===== src/rtl/usb_ep_pkg.sv =====
// Purpose: Shared constants and carrier types for the endpoint control block
// Assumes: APB with 32-bit data, one word per register
// Notes: Endpoint registers sit in one aligned word each from offset 0
package usb_ep_pkg;

  localparam int EP_COUNT = 16;
  localparam int EP_IDX_W = 4;
  localparam int CTRL_W = 8;
  localparam int ADDR_W = 12;
  localparam int DATA_W = 32;

  // Endpoint control field positions
  localparam int LSD_BIT = 7;
  localparam int RETRY_OFF_BIT = 6;
  localparam int CTL_BLOCK_BIT = 4;
  localparam int RX_ON_BIT = 3;
  localparam int TX_ON_BIT = 2;
  localparam int STALLED_BIT = 1;
  localparam int HSHK_BIT = 0;

  // Bits 5 and 1 never reach storage; the stall flag lives apart
  localparam logic [CTRL_W-1:0] CTRL_WRITE_MASK = 8'hdd;
  localparam logic [CTRL_W-1:0] CTRL_RESET = 8'h00;

  // Register map
  localparam logic [ADDR_W-1:0] EP_CTRL_BASE = 12'h000;
  localparam logic [ADDR_W-1:0] EP_CTRL_END = 12'h040;
  localparam logic [ADDR_W-1:0] INT_STATUS_OFF = 12'h040;
  localparam logic [ADDR_W-1:0] INT_MASK_OFF = 12'h044;
  localparam int IDX_LSB = 2;
  localparam int IDX_MSB = 5;

  // Interrupt event bits
  localparam int INT_W = 3;
  localparam int EVT_REJECT = 0;
  localparam int EVT_STALL = 1;
  localparam int EVT_NAK_GIVEUP = 2;
  localparam logic [INT_W-1:0] INT_RESET = 3'h0;

  typedef enum logic [1:0] {TOK_OUT, TOK_IN, TOK_SETUP} token_kind_t;
  typedef enum logic [1:0] {T_IDLE, T_LOOKUP, T_HOST_WAIT} tok_state_t;

  typedef struct packed {
    logic valid;
    token_kind_t kind;
    logic [EP_IDX_W-1:0] ep;
    logic host_mode;
    logic target_low_speed;
  } token_req_t;

  typedef struct packed {
    logic valid;
    logic accept;
    logic handshake;
    logic send_pre;
  } token_ans_t;

  typedef struct packed {
    logic valid;
    logic [EP_IDX_W-1:0] ep;
  } stall_evt_t;

  typedef struct packed {
    logic valid;
    logic nak;
  } host_result_t;

  typedef struct packed {
    logic [EP_COUNT-1:0][CTRL_W-1:0] entry;
    logic [CTRL_W-1:0] rd_a;
    logic [CTRL_W-1:0] rd_b;
  } mem_state_t;

  typedef struct packed {
    logic apb_wait;
    logic [DATA_W-1:0] prdata;
    logic slverr;
    logic [INT_W-1:0] int_status;
    logic [INT_W-1:0] int_mask;
    logic [EP_COUNT-1:0] stalled;
    tok_state_t tstate;
    token_req_t req;
    logic [CTRL_W-1:0] snap;
    token_ans_t ans;
    logic retry;
  } ctl_state_t;

endpackage : usb_ep_pkg


===== src/rtl/ep_ctrl_mem.sv =====
// Purpose: Sixteen endpoint control bytes, one write port, two registered read ports
// Assumes: Caller masks write data; read data appear one edge after the index
// Notes: Everything clears on reset so every endpoint starts disabled
`timescale 1ns/1ps
module ep_ctrl_mem
  import usb_ep_pkg::*;
(
  input wire logic clock,
  input wire logic rst_n,
  input wire logic wr_en,
  input wire logic [EP_IDX_W-1:0] wr_idx,
  input wire logic [CTRL_W-1:0] wr_data,
  input wire logic [EP_IDX_W-1:0] rd_a_idx,
  output logic [CTRL_W-1:0] rd_a_data,
  input wire logic [EP_IDX_W-1:0] rd_b_idx,
  output logic [CTRL_W-1:0] rd_b_data
);

  mem_state_t m_q;
  mem_state_t m_d;
  logic [EP_COUNT-1:0] hit;

  genvar gi;
  generate
    for (gi = 0; gi < EP_COUNT; gi++) begin : g_entry
      assign hit[gi] = wr_en && (wr_idx == EP_IDX_W'(gi));
    end
  endgenerate

  always_comb begin
    m_d = m_q;
    for (int i = 0; i < EP_COUNT; i++) begin
      if (hit[i]) begin
        m_d.entry[i] = wr_data;
      end
    end
    m_d.rd_a = m_q.entry[rd_a_idx];
    m_d.rd_b = m_q.entry[rd_b_idx];
  end

  always_ff @(posedge clock or negedge rst_n) begin
    if (!rst_n) begin
      m_q <= '0;
    end else begin
      m_q <= m_d;
    end
  end

  assign rd_a_data = m_q.rd_a;
  assign rd_b_data = m_q.rd_b;

endmodule : ep_ctrl_mem


===== src/rtl/usb_endpoint_control.sv =====
// Purpose: Endpoint control registers and per-token permission logic
// Assumes: A protocol engine presents tokens and reports stalls and host results
// Notes: APB answers in the second access cycle; answer one edge after lookup
`timescale 1ns/1ps
module usb_endpoint_control
  import usb_ep_pkg::*;
(
  input wire logic clock,
  input wire logic rst_n,
  input wire logic psel,
  input wire logic penable,
  input wire logic pwrite,
  input wire logic [ADDR_W-1:0] paddr,
  input wire logic [DATA_W-1:0] pwdata,
  output logic pready,
  output logic [DATA_W-1:0] prdata,
  output logic pslverr,
  input wire token_req_t tok_req,
  output logic tok_ready,
  output token_ans_t tok_ans,
  input wire host_result_t host_res,
  input wire stall_evt_t stall_evt,
  output logic nak_retry,
  output logic irq
);

  ctl_state_t s_q;
  ctl_state_t s_d;

  logic [CTRL_W-1:0] rd_a_data;
  logic [CTRL_W-1:0] rd_b_data;
  logic [EP_IDX_W-1:0] reg_idx;
  logic is_ctrl;
  logic is_stat;
  logic is_mask;
  logic addr_ok;
  logic apb_access;
  logic apb_done;
  logic mem_we;
  logic [CTRL_W-1:0] ctrl_rd;
  logic [INT_W-1:0] ev;
  logic [INT_W-1:0] clr;
  logic accept;
  logic both_on;
  logic host_ep0;

  assign reg_idx = paddr[IDX_MSB:IDX_LSB];
  assign is_ctrl = (paddr >= EP_CTRL_BASE) && (paddr < EP_CTRL_END) && (paddr[1:0] == 2'h0);
  assign is_stat = (paddr == INT_STATUS_OFF);
  assign is_mask = (paddr == INT_MASK_OFF);
  assign addr_ok = is_ctrl || is_stat || is_mask;
  assign apb_access = psel && penable;
  assign apb_done = apb_access && s_q.apb_wait;
  // Write data is trimmed so unimplemented bits never stick
  assign mem_we = apb_done && pwrite && is_ctrl;

  // One storage byte per endpoint number
  ep_ctrl_mem u_mem (
    .clock(clock),
    .rst_n(rst_n),
    .wr_en(mem_we),
    .wr_idx(reg_idx),
    .wr_data(pwdata[CTRL_W-1:0] & CTRL_WRITE_MASK),
    .rd_a_idx(reg_idx),
    .rd_a_data(rd_a_data),
    .rd_b_idx(tok_req.ep),
    .rd_b_data(rd_b_data)
  );

  // Read view merges the hardware stall flag into bit 1
  always_comb begin
    ctrl_rd = rd_a_data & CTRL_WRITE_MASK;
    ctrl_rd[STALLED_BIT] = s_q.stalled[reg_idx];
  end

  // Permission decision on the looked-up control byte
  always_comb begin
    both_on = rd_b_data[RX_ON_BIT] && rd_b_data[TX_ON_BIT];
    host_ep0 = s_q.req.host_mode && (s_q.req.ep == '0);
    case (s_q.req.kind)
      TOK_OUT: accept = rd_b_data[RX_ON_BIT];
      TOK_IN: accept = rd_b_data[TX_ON_BIT];
      // SETUP needs a bidirectional endpoint with control not blocked
      TOK_SETUP: accept = both_on && !rd_b_data[CTL_BLOCK_BIT];
      default: accept = 1'b0;
    endcase
  end

  always_comb begin
    s_d = s_q;
    s_d.ans.valid = 1'b0;
    s_d.retry = 1'b0;
    ev = '0;
    clr = '0;

    // First access cycle latches read data, second one completes
    if (apb_access && !s_q.apb_wait) begin
      s_d.apb_wait = 1'b1;
      s_d.slverr = !addr_ok;
      s_d.prdata = '0;
      if (is_ctrl) begin
        s_d.prdata = {{(DATA_W-CTRL_W){1'b0}}, ctrl_rd};
      end else if (is_stat) begin
        s_d.prdata = {{(DATA_W-INT_W){1'b0}}, s_q.int_status};
      end else if (is_mask) begin
        s_d.prdata = {{(DATA_W-INT_W){1'b0}}, s_q.int_mask};
      end
    end
    if (apb_done) begin
      s_d.apb_wait = 1'b0;
      if (pwrite && is_stat) begin
        clr = pwdata[INT_W-1:0];
      end
      if (pwrite && is_mask) begin
        s_d.int_mask = pwdata[INT_W-1:0];
      end
      if (pwrite && is_ctrl) begin
        s_d.stalled[reg_idx] = pwdata[STALLED_BIT];
      end
    end

    // Placed after the software write so a stall in the same cycle wins
    if (stall_evt.valid) begin
      s_d.stalled[stall_evt.ep] = 1'b1;
      ev[EVT_STALL] = 1'b1;
    end

    case (s_q.tstate)
      T_IDLE: begin
        if (tok_req.valid) begin
          s_d.req = tok_req;
          s_d.tstate = T_LOOKUP;
        end
      end
      T_LOOKUP: begin
        s_d.snap = rd_b_data;
        s_d.ans.valid = 1'b1;
        s_d.ans.accept = accept;
        s_d.ans.handshake = rd_b_data[HSHK_BIT];
        // Low-speed target behind a hub needs the PRE preamble
        s_d.ans.send_pre = host_ep0 && s_q.req.target_low_speed && !rd_b_data[LSD_BIT];
        if (!accept) begin
          ev[EVT_REJECT] = 1'b1;
        end
        if (accept && host_ep0) begin
          s_d.tstate = T_HOST_WAIT;
        end else begin
          s_d.tstate = T_IDLE;
        end
      end
      T_HOST_WAIT: begin
        if (host_res.valid) begin
          if (host_res.nak && !s_q.snap[RETRY_OFF_BIT]) begin
            // Engine reissues on this pulse; software is not involved
            s_d.retry = 1'b1;
          end else if (host_res.nak) begin
            ev[EVT_NAK_GIVEUP] = 1'b1;
            s_d.tstate = T_IDLE;
          end else begin
            s_d.tstate = T_IDLE;
          end
        end
      end
      default: begin
        s_d.tstate = T_IDLE;
      end
    endcase

    // Write-one-to-clear, new events take priority over the clear
    s_d.int_status = (s_q.int_status & ~clr) | ev;
  end

  always_ff @(posedge clock or negedge rst_n) begin
    if (!rst_n) begin
      s_q <= '0;
      s_q.tstate <= T_IDLE;
      s_q.int_status <= INT_RESET;
      s_q.int_mask <= INT_RESET;
    end else begin
      s_q <= s_d;
    end
  end

  assign pready = apb_done;
  assign prdata = s_q.prdata;
  assign pslverr = apb_done && s_q.slverr;
  assign tok_ready = (s_q.tstate == T_IDLE);
  assign tok_ans = s_q.ans;
  assign nak_retry = s_q.retry;
  assign irq = |(s_q.int_status & s_q.int_mask);

  property p_rx_gate;
    @(posedge clock) disable iff (!rst_n)
    (s_q.tstate == T_LOOKUP && s_q.req.kind == TOK_OUT)
      |=> (tok_ans.valid && tok_ans.accept == $past(rd_b_data[RX_ON_BIT]));
  endproperty
  a_rx_gate: assert property (p_rx_gate) else $error("OUT permission wrong");

  property p_tx_gate;
    @(posedge clock) disable iff (!rst_n)
    (s_q.tstate == T_LOOKUP && s_q.req.kind == TOK_IN)
      |=> (tok_ans.valid && tok_ans.accept == $past(rd_b_data[TX_ON_BIT]));
  endproperty
  a_tx_gate: assert property (p_tx_gate) else $error("IN permission wrong");

  property p_setup_block;
    @(posedge clock) disable iff (!rst_n)
    (s_q.tstate == T_LOOKUP && s_q.req.kind == TOK_SETUP && both_on
      && rd_b_data[CTL_BLOCK_BIT]) |=> (tok_ans.valid && !tok_ans.accept);
  endproperty
  a_setup_block: assert property (p_setup_block) else $error("SETUP not blocked");

  property p_setup_ok;
    @(posedge clock) disable iff (!rst_n)
    (s_q.tstate == T_LOOKUP && s_q.req.kind == TOK_SETUP && both_on
      && !rd_b_data[CTL_BLOCK_BIT]) |=> (tok_ans.valid && tok_ans.accept);
  endproperty
  a_setup_ok: assert property (p_setup_ok) else $error("SETUP wrongly refused");

  property p_handshake;
    @(posedge clock) disable iff (!rst_n)
    (s_q.tstate == T_LOOKUP) |=> (tok_ans.handshake == $past(rd_b_data[HSHK_BIT]));
  endproperty
  a_handshake: assert property (p_handshake) else $error("Handshake flag wrong");

  property p_pre;
    @(posedge clock) disable iff (!rst_n)
    (s_q.tstate == T_LOOKUP && host_ep0 && s_q.req.target_low_speed)
      |=> (tok_ans.send_pre == !$past(rd_b_data[LSD_BIT]));
  endproperty
  a_pre: assert property (p_pre) else $error("PRE choice wrong");

  property p_giveup;
    @(posedge clock) disable iff (!rst_n)
    (s_q.tstate == T_HOST_WAIT && host_res.valid && host_res.nak && s_q.snap[RETRY_OFF_BIT])
      |=> (!nak_retry && s_q.int_status[EVT_NAK_GIVEUP] && tok_ready);
  endproperty
  a_giveup: assert property (p_giveup) else $error("NAK retried while disabled");

  property p_retry;
    @(posedge clock) disable iff (!rst_n)
    (s_q.tstate == T_HOST_WAIT && host_res.valid && host_res.nak && !s_q.snap[RETRY_OFF_BIT])
      |=> (nak_retry && s_q.tstate == T_HOST_WAIT);
  endproperty
  a_retry: assert property (p_retry) else $error("NAK not retried");

  property p_stall_set;
    @(posedge clock) disable iff (!rst_n)
    stall_evt.valid |=> s_q.stalled[$past(stall_evt.ep)];
  endproperty
  a_stall_set: assert property (p_stall_set) else $error("Stall flag not set");

  property p_read_zero;
    @(posedge clock) disable iff (!rst_n)
    (pready && !pwrite && is_ctrl) |-> (prdata[DATA_W-1:CTRL_W] == '0 && !prdata[5]);
  endproperty
  a_read_zero: assert property (p_read_zero) else $error("Unused bits read nonzero");

  property p_ep_mapped;
    @(posedge clock) disable iff (!rst_n)
    (pready && is_ctrl) |-> !pslverr;
  endproperty
  a_ep_mapped: assert property (p_ep_mapped) else $error("Endpoint register unmapped");

  property p_reset_clear;
    @(posedge clock) disable iff (!rst_n)
    $rose(rst_n) |-> (s_q.stalled == '0 && tok_ready);
  endproperty
  a_reset_clear: assert property (p_reset_clear) else $error("State not cleared");

  property p_setup_ignored;
    @(posedge clock) disable iff (!rst_n)
    (s_q.tstate == T_LOOKUP && s_q.req.kind == TOK_SETUP && !both_on)
      |=> (tok_ans.valid && !tok_ans.accept);
  endproperty
  a_setup_ignored: assert property (p_setup_ignored) else $error("SETUP taken one-way");

  property p_pre_host_only;
    @(posedge clock) disable iff (!rst_n)
    (s_q.tstate == T_LOOKUP && !host_ep0) |=> !tok_ans.send_pre;
  endproperty
  a_pre_host_only: assert property (p_pre_host_only) else $error("PRE outside host ep0");

  property p_answer_time;
    @(posedge clock) disable iff (!rst_n)
    (tok_req.valid && tok_ready) |-> ##2 tok_ans.valid;
  endproperty
  a_answer_time: assert property (p_answer_time) else $error("Token answer late");

  property p_reject_flag;
    @(posedge clock) disable iff (!rst_n)
    (s_q.tstate == T_LOOKUP && !accept) |=> s_q.int_status[EVT_REJECT];
  endproperty
  a_reject_flag: assert property (p_reject_flag) else $error("Reject not flagged");

  property p_retry_ep0;
    @(posedge clock) disable iff (!rst_n)
    nak_retry |-> (host_ep0 && s_q.tstate == T_HOST_WAIT);
  endproperty
  a_retry_ep0: assert property (p_retry_ep0) else $error("Retry outside host ep0");

  property p_no_retry_off;
    @(posedge clock) disable iff (!rst_n)
    (s_q.tstate == T_HOST_WAIT && s_q.snap[RETRY_OFF_BIT]) |=> !nak_retry;
  endproperty
  a_no_retry_off: assert property (p_no_retry_off) else $error("Retry while disabled");

  property p_stall_status;
    @(posedge clock) disable iff (!rst_n)
    stall_evt.valid |=> s_q.int_status[EVT_STALL];
  endproperty
  a_stall_status: assert property (p_stall_status) else $error("Stall not flagged");

  property p_stall_read;
    @(posedge clock) disable iff (!rst_n)
    (pready && !pwrite && is_ctrl) |-> (prdata[STALLED_BIT] == $past(s_q.stalled[reg_idx]));
  endproperty
  a_stall_read: assert property (p_stall_read) else $error("Stall bit misread");

  property p_unused_store;
    @(posedge clock) disable iff (!rst_n)
    (!rd_a_data[5] && !rd_b_data[5]);
  endproperty
  a_unused_store: assert property (p_unused_store) else $error("Bit 5 stored");

  c_setup_ok: cover property (@(posedge clock) disable iff (!rst_n)
    tok_ans.valid && tok_ans.accept && s_q.req.kind == TOK_SETUP);
  c_in_reject: cover property (@(posedge clock) disable iff (!rst_n)
    tok_ans.valid && !tok_ans.accept && s_q.req.kind == TOK_IN);
  c_retry: cover property (@(posedge clock) disable iff (!rst_n) nak_retry);
  c_irq: cover property (@(posedge clock) disable iff (!rst_n) $rose(irq));
  c_giveup: cover property (@(posedge clock) disable iff (!rst_n)
    $rose(s_q.int_status[EVT_NAK_GIVEUP]));

endmodule : usb_endpoint_control


===== config.mk =====
export PLATFORM = sky130hd
export DESIGN_NAME = usb_endpoint_control
export DESIGN_NICKNAME = d
export VERILOG_FILES = /design/src/rtl/usb_ep_pkg.sv /design/src/rtl/ep_ctrl_mem.sv /design/src/rtl/usb_endpoint_control.sv
export SDC_FILE = /design/constraint.sdc
export NUM_CORES = 1
export LEC_CHECK = 0
export BUFFER_PORTS_ARGS = -buffer_cell sky130_fd_sc_hd__buf_2
export CORE_MARGIN = 2
export CORE_UTILIZATION = 63
export DETAILED_ROUTE_END_ITERATION = 16
export PLACE_DENSITY = 0.84
export SLEW_MARGIN = 25
export SYNTH_ARGS = -nofsm -noshare
export SYNTH_HDL_FRONTEND = slang
export SYNTH_SLANG_ARGS = --single-unit

===== constraint.sdc =====
create_clock -name clock -period 3.3 [get_ports clock]
set_input_delay 0.165 -clock clock [delete_from_list [all_inputs] [get_ports clock]]
set_output_delay 0.165 -clock clock [all_outputs]
set_load 0.005 [all_outputs]

After elaboration in Yosys (flattened, before gate mapping)

Cells that the tools add are included.

Bits in registers: 191
Input bits: 65
Logic and storage cells: 163

Magnitude comparators: 7
Equality and inequality tests: 24
Multiplexer cells: 38
Bitwise operators: 5
Reduce and logical (&&, ||, !) cells: 53

Operator list:

| cell                                                  | number |
|---|---|
| binary-select mux 8 bit (select 4 bit)                | 2 |
| 2-to-1 mux 16 bit                                     | 3 |
| logical AND 1 bit                                     | 36 |
| 2-to-1 mux 34 bit                                     | 1 |
| equality test 4 bit (second input constant)           | 8 |
| 2-to-1 mux 32 bit                                     | 1 |
| equality test 12 x 7 -> 1 bit (second input constant) | 2 |
| bitwise mux 16 bit                                    | 1 |
| equality test 4 x 3 -> 1 bit (second input constant)  | 4 |
| 2-to-1 mux 8 bit                                      | 2 |
| OR 16 bit                                             | 1 |
| < comparator 4 x 5 -> 1 bit (second input constant)   | 3 |
| 2-to-1 mux 1 bit                                      | 14 |
| >= comparator 12 x 1 -> 1 bit (second input constant) | 1 |
| < comparator 12 x 7 -> 1 bit (second input constant)  | 1 |
| 2-to-1 mux 3 bit                                      | 4 |
| 2-to-1 mux 11 bit                                     | 1 |
| demux 1 bit (select 4 bit)                            | 2 |
| equality test 4 x 2 -> 1 bit (second input constant)  | 2 |
| >= comparator 4 x 1 -> 1 bit (second input constant)  | 2 |
| zero test 4 bit                                       | 2 |
| AND 3 bit                                             | 2 |
| zero test 2 bit                                       | 3 |
| 2-to-1 mux 2 bit                                      | 3 |
| other kinds (16)                                      | 26 |

Longest topological paths before layout

Depth after elaboration: 9
Gate-level depth with buffers: 7
Depth with buffers taken out: 5

Cells and area by module

Synthesis repeated with hierarchy kept, for this count alone.

Cells, all modules: 733
Area, all modules: 9897.0 um2

Modules (own cells, without submodules):

| module               | instances | cells each | area an instance (um2) | sequential area each (um2) |
|---|---|---|---|---|
| ep_ctrl_mem          | 1         | 466        | 7262.0                 | 3603.5 |
| usb_endpoint_control | 1         | 267        | 2635.0                 | 1176.1 |

Least setup slack after synthesis

Ideal clock, no wire load.

Kind: register to register
Start: register s_q[79] (netlist bit)
End: register u_mem.m_q[128] (netlist bit)
Setup time: 0.125 ns
Arrival: 1.749 ns
Slack: 1.426 ns
Cell stages (with the launch flop): 6
Buffers on the path: 1
Path through: dfrtp_1 -> and3_1 -> clkbuf_1 -> nand4_2 -> nor3b_2 -> mux2_2

Cells in the longest elaborated chain, start to end: 4

RTL lines:

| item                            | RTL line                   | text |
|---|---|---|
| start, declared                 | usb_endpoint_control.sv:27 | `ctl_state_t s_q;` |
| logical AND 1 bit               | usb_endpoint_control.sv:53 | `assign apb_done = apb_access && s_q.apb_wait;` |
| net pready                      | usb_endpoint_control.sv:15 | `output logic pready,` |
| logical AND 1 bit (2 in series) | usb_endpoint_control.sv:55 | `assign mem_we = apb_done && pwrite && is_ctrl;` |
| logical AND 1 bit               | ep_ctrl_mem.sv:26          | `assign hit[gi] = wr_en && (wr_idx == EP_IDX_W'(gi));` |
| end signal, assigned            | ep_ctrl_mem.sv:45          | `m_q <= m_d;` |
| end, declared                   | ep_ctrl_mem.sv:19          | `mem_state_t m_q;` |

The timed path passes the listed nets, and every way through them passes these cells.
A chain may end at the register's enable or synchronous reset.

Worst setup path in the final report

Start: register s_q[79] (netlist bit)
End: register u_mem.m_q[56] (netlist bit)

Cells in the longest elaborated chain, start to end: 4

RTL lines:

| item                            | RTL line |
|---|---|
| logical AND 1 bit               | usb_endpoint_control.sv:53 |
| logical AND 1 bit (2 in series) | usb_endpoint_control.sv:55 |
| logical AND 1 bit               | ep_ctrl_mem.sv:26 |

Every way passes these cells.

==> impl_results.md <==
- CTS H-Tree Depth: 4
- Capturing element type of the critical path: register
- ANT nets after route: 0
- CTS tree: yes
- Cell Rows: 41
- Synthesis-stage register bit count: 155
- Fillers: 811
- Arrival time worst endpoint: 2.84 ns
- ANT cells: 0
- CP Launch Type: register
- Worst IR Drop VDD: 398 uV
- Unrepaired setup endpoints after global routing: false
- Final setup fails: 0
- Worst-margin pin slew: 0.884 ns
- Max Slew Vio Count: 0
- CP Data Required Time: 3.61 ns
- Routed len/inst: 23.2 um
- Main synth FF type: dfrtp_1
- Clk pin slew, worst setup/hold paths: 0.06 ns
- Post-synthesis sequential area ratio: 0.487
- Number of remaining DRC errors: 0
- IO buf count: 55
- Starting DRT DRC Count: 529
- Total global routing overflow: 0
- Placeable Area: 0.0125 mm2
- Share of cells above drive strength 1: 0.474
- Crit path kind: reg -> reg
- Worst setup margin: 0.761 ns
- Hpwl dp: approximately 12000 um
- Fraction of registers with async set/reset: 1.00
- Global Route Usage Sum: 0.288
- Clk root buf: clkbuf_16
- Fin nets: 661
- Clock sink total: 155
- Status: finished, final reports clean
- Total number of vias: 4960
- Die height: 116 um
- Crit-path max FO: 9
- Die Wd: 116 um
- Fmax: 394 MHz
- Post-route setup TNS: 0 ns
- Hold Fails Final Rpt: 0
- Router iterations before antenna repair: 5
- Core Util, Final: 0.706
- # IOs: between 100 and 150
- Post-synth cell types: 44
- Leak: 0.00395 uW
- First-pass GRT wire length: 28000 um
- Initial Util: 0.639
- Synth Area per Inst: about 15 um2
- Clk_skew: 0.00524 ns
- Antenna violations before repair: 0
- P&R area growth vs syn: 10.5%
- Yosys warning total: 0
- Post-Synthesis Cells: 546
- Final WL: 18000 um
- Pin count of the biggest net entering global routing: 97
- TritonCTS buffer count: 17
- Worst-skew pair later-pin latency: 0.43 ns
- Shortest period the worst path allows: 2.54 ns
- Fin crit share: 0.769
- Gpl congestion: approximately 0.85
- Post-synth EDFFs: 0
- Tot Pwr: a little under 4000 uW
- Max-slew headroom: 0.411
- Routed vias/inst: roughly 6.4
- Clock buffer depth: 2
- Pre-CTS setup slack: 0.731 ns
- Most frequent cells in the layout: 155 x dfrtp_1, 110 x mux2_2, 63 x mux4_2, 54 x buf_2
- Vias in the first global route: 5153
- Commonest non-fill, non-tap cell in the layout: dfrtp_1
- Mapped Area: 0.00797 mm2
- Hold crit path type: in -> reg
- Max-cap violations: 0
- Die area: 0.0136 mm2
- Cell area power density: around 450 mW/mm2
## synthesized netlist by cell type, types with 2 or more instances
master	count	area (um2)
dfrtp_1	155	3880
mux2_2	110	1240
mux4_2	63	1420
buf_4	36	270
o21ai_0	25	125
nand2_1	21	78.8
mux2i_1	17	170
clkbuf_1	15	56.3
nor2_1	12	45.0
nand3_1	10	50.1
buf_2	9	45.0
nor3_2	8	80.1
buf_1	7	26.3
inv_1	5	18.8
nor4_4	5	106
nand2b_1	4	25.0
nor2b_1	4	25.0
a222oi_1	3	30.0
nand3b_1	3	22.5
nor2_2	3	18.8
nor3_1	3	15.0
a21oi_1	2	10.0
a22o_1	2	17.5
and2_1	2	12.5
nand4b_1	2	17.5
or2_2	2	12.5
## kinds of logic (layout without fill, tap and decap cells)
logic type      count (synthesis)  count (layout)  share of synthesized area
simple gates                   87              87                     0.0729
buf+inv                        73             109                     0.0537
other cells                     1              25                   0.000471
compound gates                 40              40                     0.0311
mux                           190             190                      0.355
flops                         155             155                      0.487
## where the power goes
group	internal [uW]	switching, uW
Clock	961	704
Combinational	121	190
Sequential	1960	34.3
## per-stage QoR
step                      instances  hold WS (ns)  cell area, um2
after floorplan                 570        -0.131            8060
after global placement          744         0.294            8270
after detailed placement        744         0.306            8270
after CTS                       778        0.0206            8800
after global routing            778        0.0139            8800
final                           778        0.0217            8800
## area by class of cell
| class | instances | area, um2 | area share |
|---|---|---|---|
| inverters | 5 | 18.8 | 0.00213 |
| clock buffers | 25 | 465 | 0.0529 |
| well taps | 172 | 215 | 0.0244 |
| flip-flops and latches | 155 | 3880 | 0.441 |
| multi-input cells | 342 | 3750 | 0.426 |
| clock inverters | 4 | 20.0 | 0.00227 |
| repair buffers | 75 | 457 | 0.0519 |
## sequential cells by signal, summed over array words and instances (netlist names)
register         flops
nak_retry            1
prdata               7
s_q                 36
tok_ans              3
u_mem.m_q           96
u_mem.rd_a_data      6
u_mem.rd_b_data      6
## worst max-delay path, stage by stage (launching register included)
cell and delay (ns):
dfrtp_1 0.38, and3_1 0.28, nand3_1 0.47, nor3_2 0.67, buf_4 0.26, mux2_2 0.34
## per-layer routing
metal	global-route usage	part of all wire	up-vias
met4	0.133	0.036	0
met5	0	0	-
met1	0.378	0.39	2571
met3	0.0716	0.072	45
met2	0.459	0.50	233
li1	-	-	2111
## path summary, 6_finish.rpt
| kind | start | end | slack, ns | cells past startpoint |
|---|---|---|---|---|
| hold reg to reg | prdata[0]$_DFFE_PN0P_ | prdata[0]$_DFFE_PN0P_ | 0.47 | 2 |
| min in group asynchronous | rst_n | s_q[34]$_DFF_PN0_ | 0.37 | 2 |
| setup reg to reg | s_q[79]$_DFFE_PN0P_ | u_mem.m_q[56]$_DFFE_PN0P_ | 0.76 | 5 |
| hold / removal | host_res[1] | nak_retry$_DFF_PN0_ | 0.02 | 3 |
| setup / recovery | s_q[79]$_DFFE_PN0P_ | u_mem.m_q[56]$_DFFE_PN0P_ | 0.76 | 5 |
| max in group asynchronous | rst_n | u_mem.m_q[124]$_DFFE_PN0P_ | 2.10 | 3 |
## timing repair
| item | in CTS | in global routing |
|---|---|---|
| buffers inserted | 0 | 0 |
| hold endpoints to repair | 99 | 0 |
| hold buffers | 5 | 0 |
| resized for setup | 0 | 0 |
Note: power is estimated with default switching activity, not from simulation.
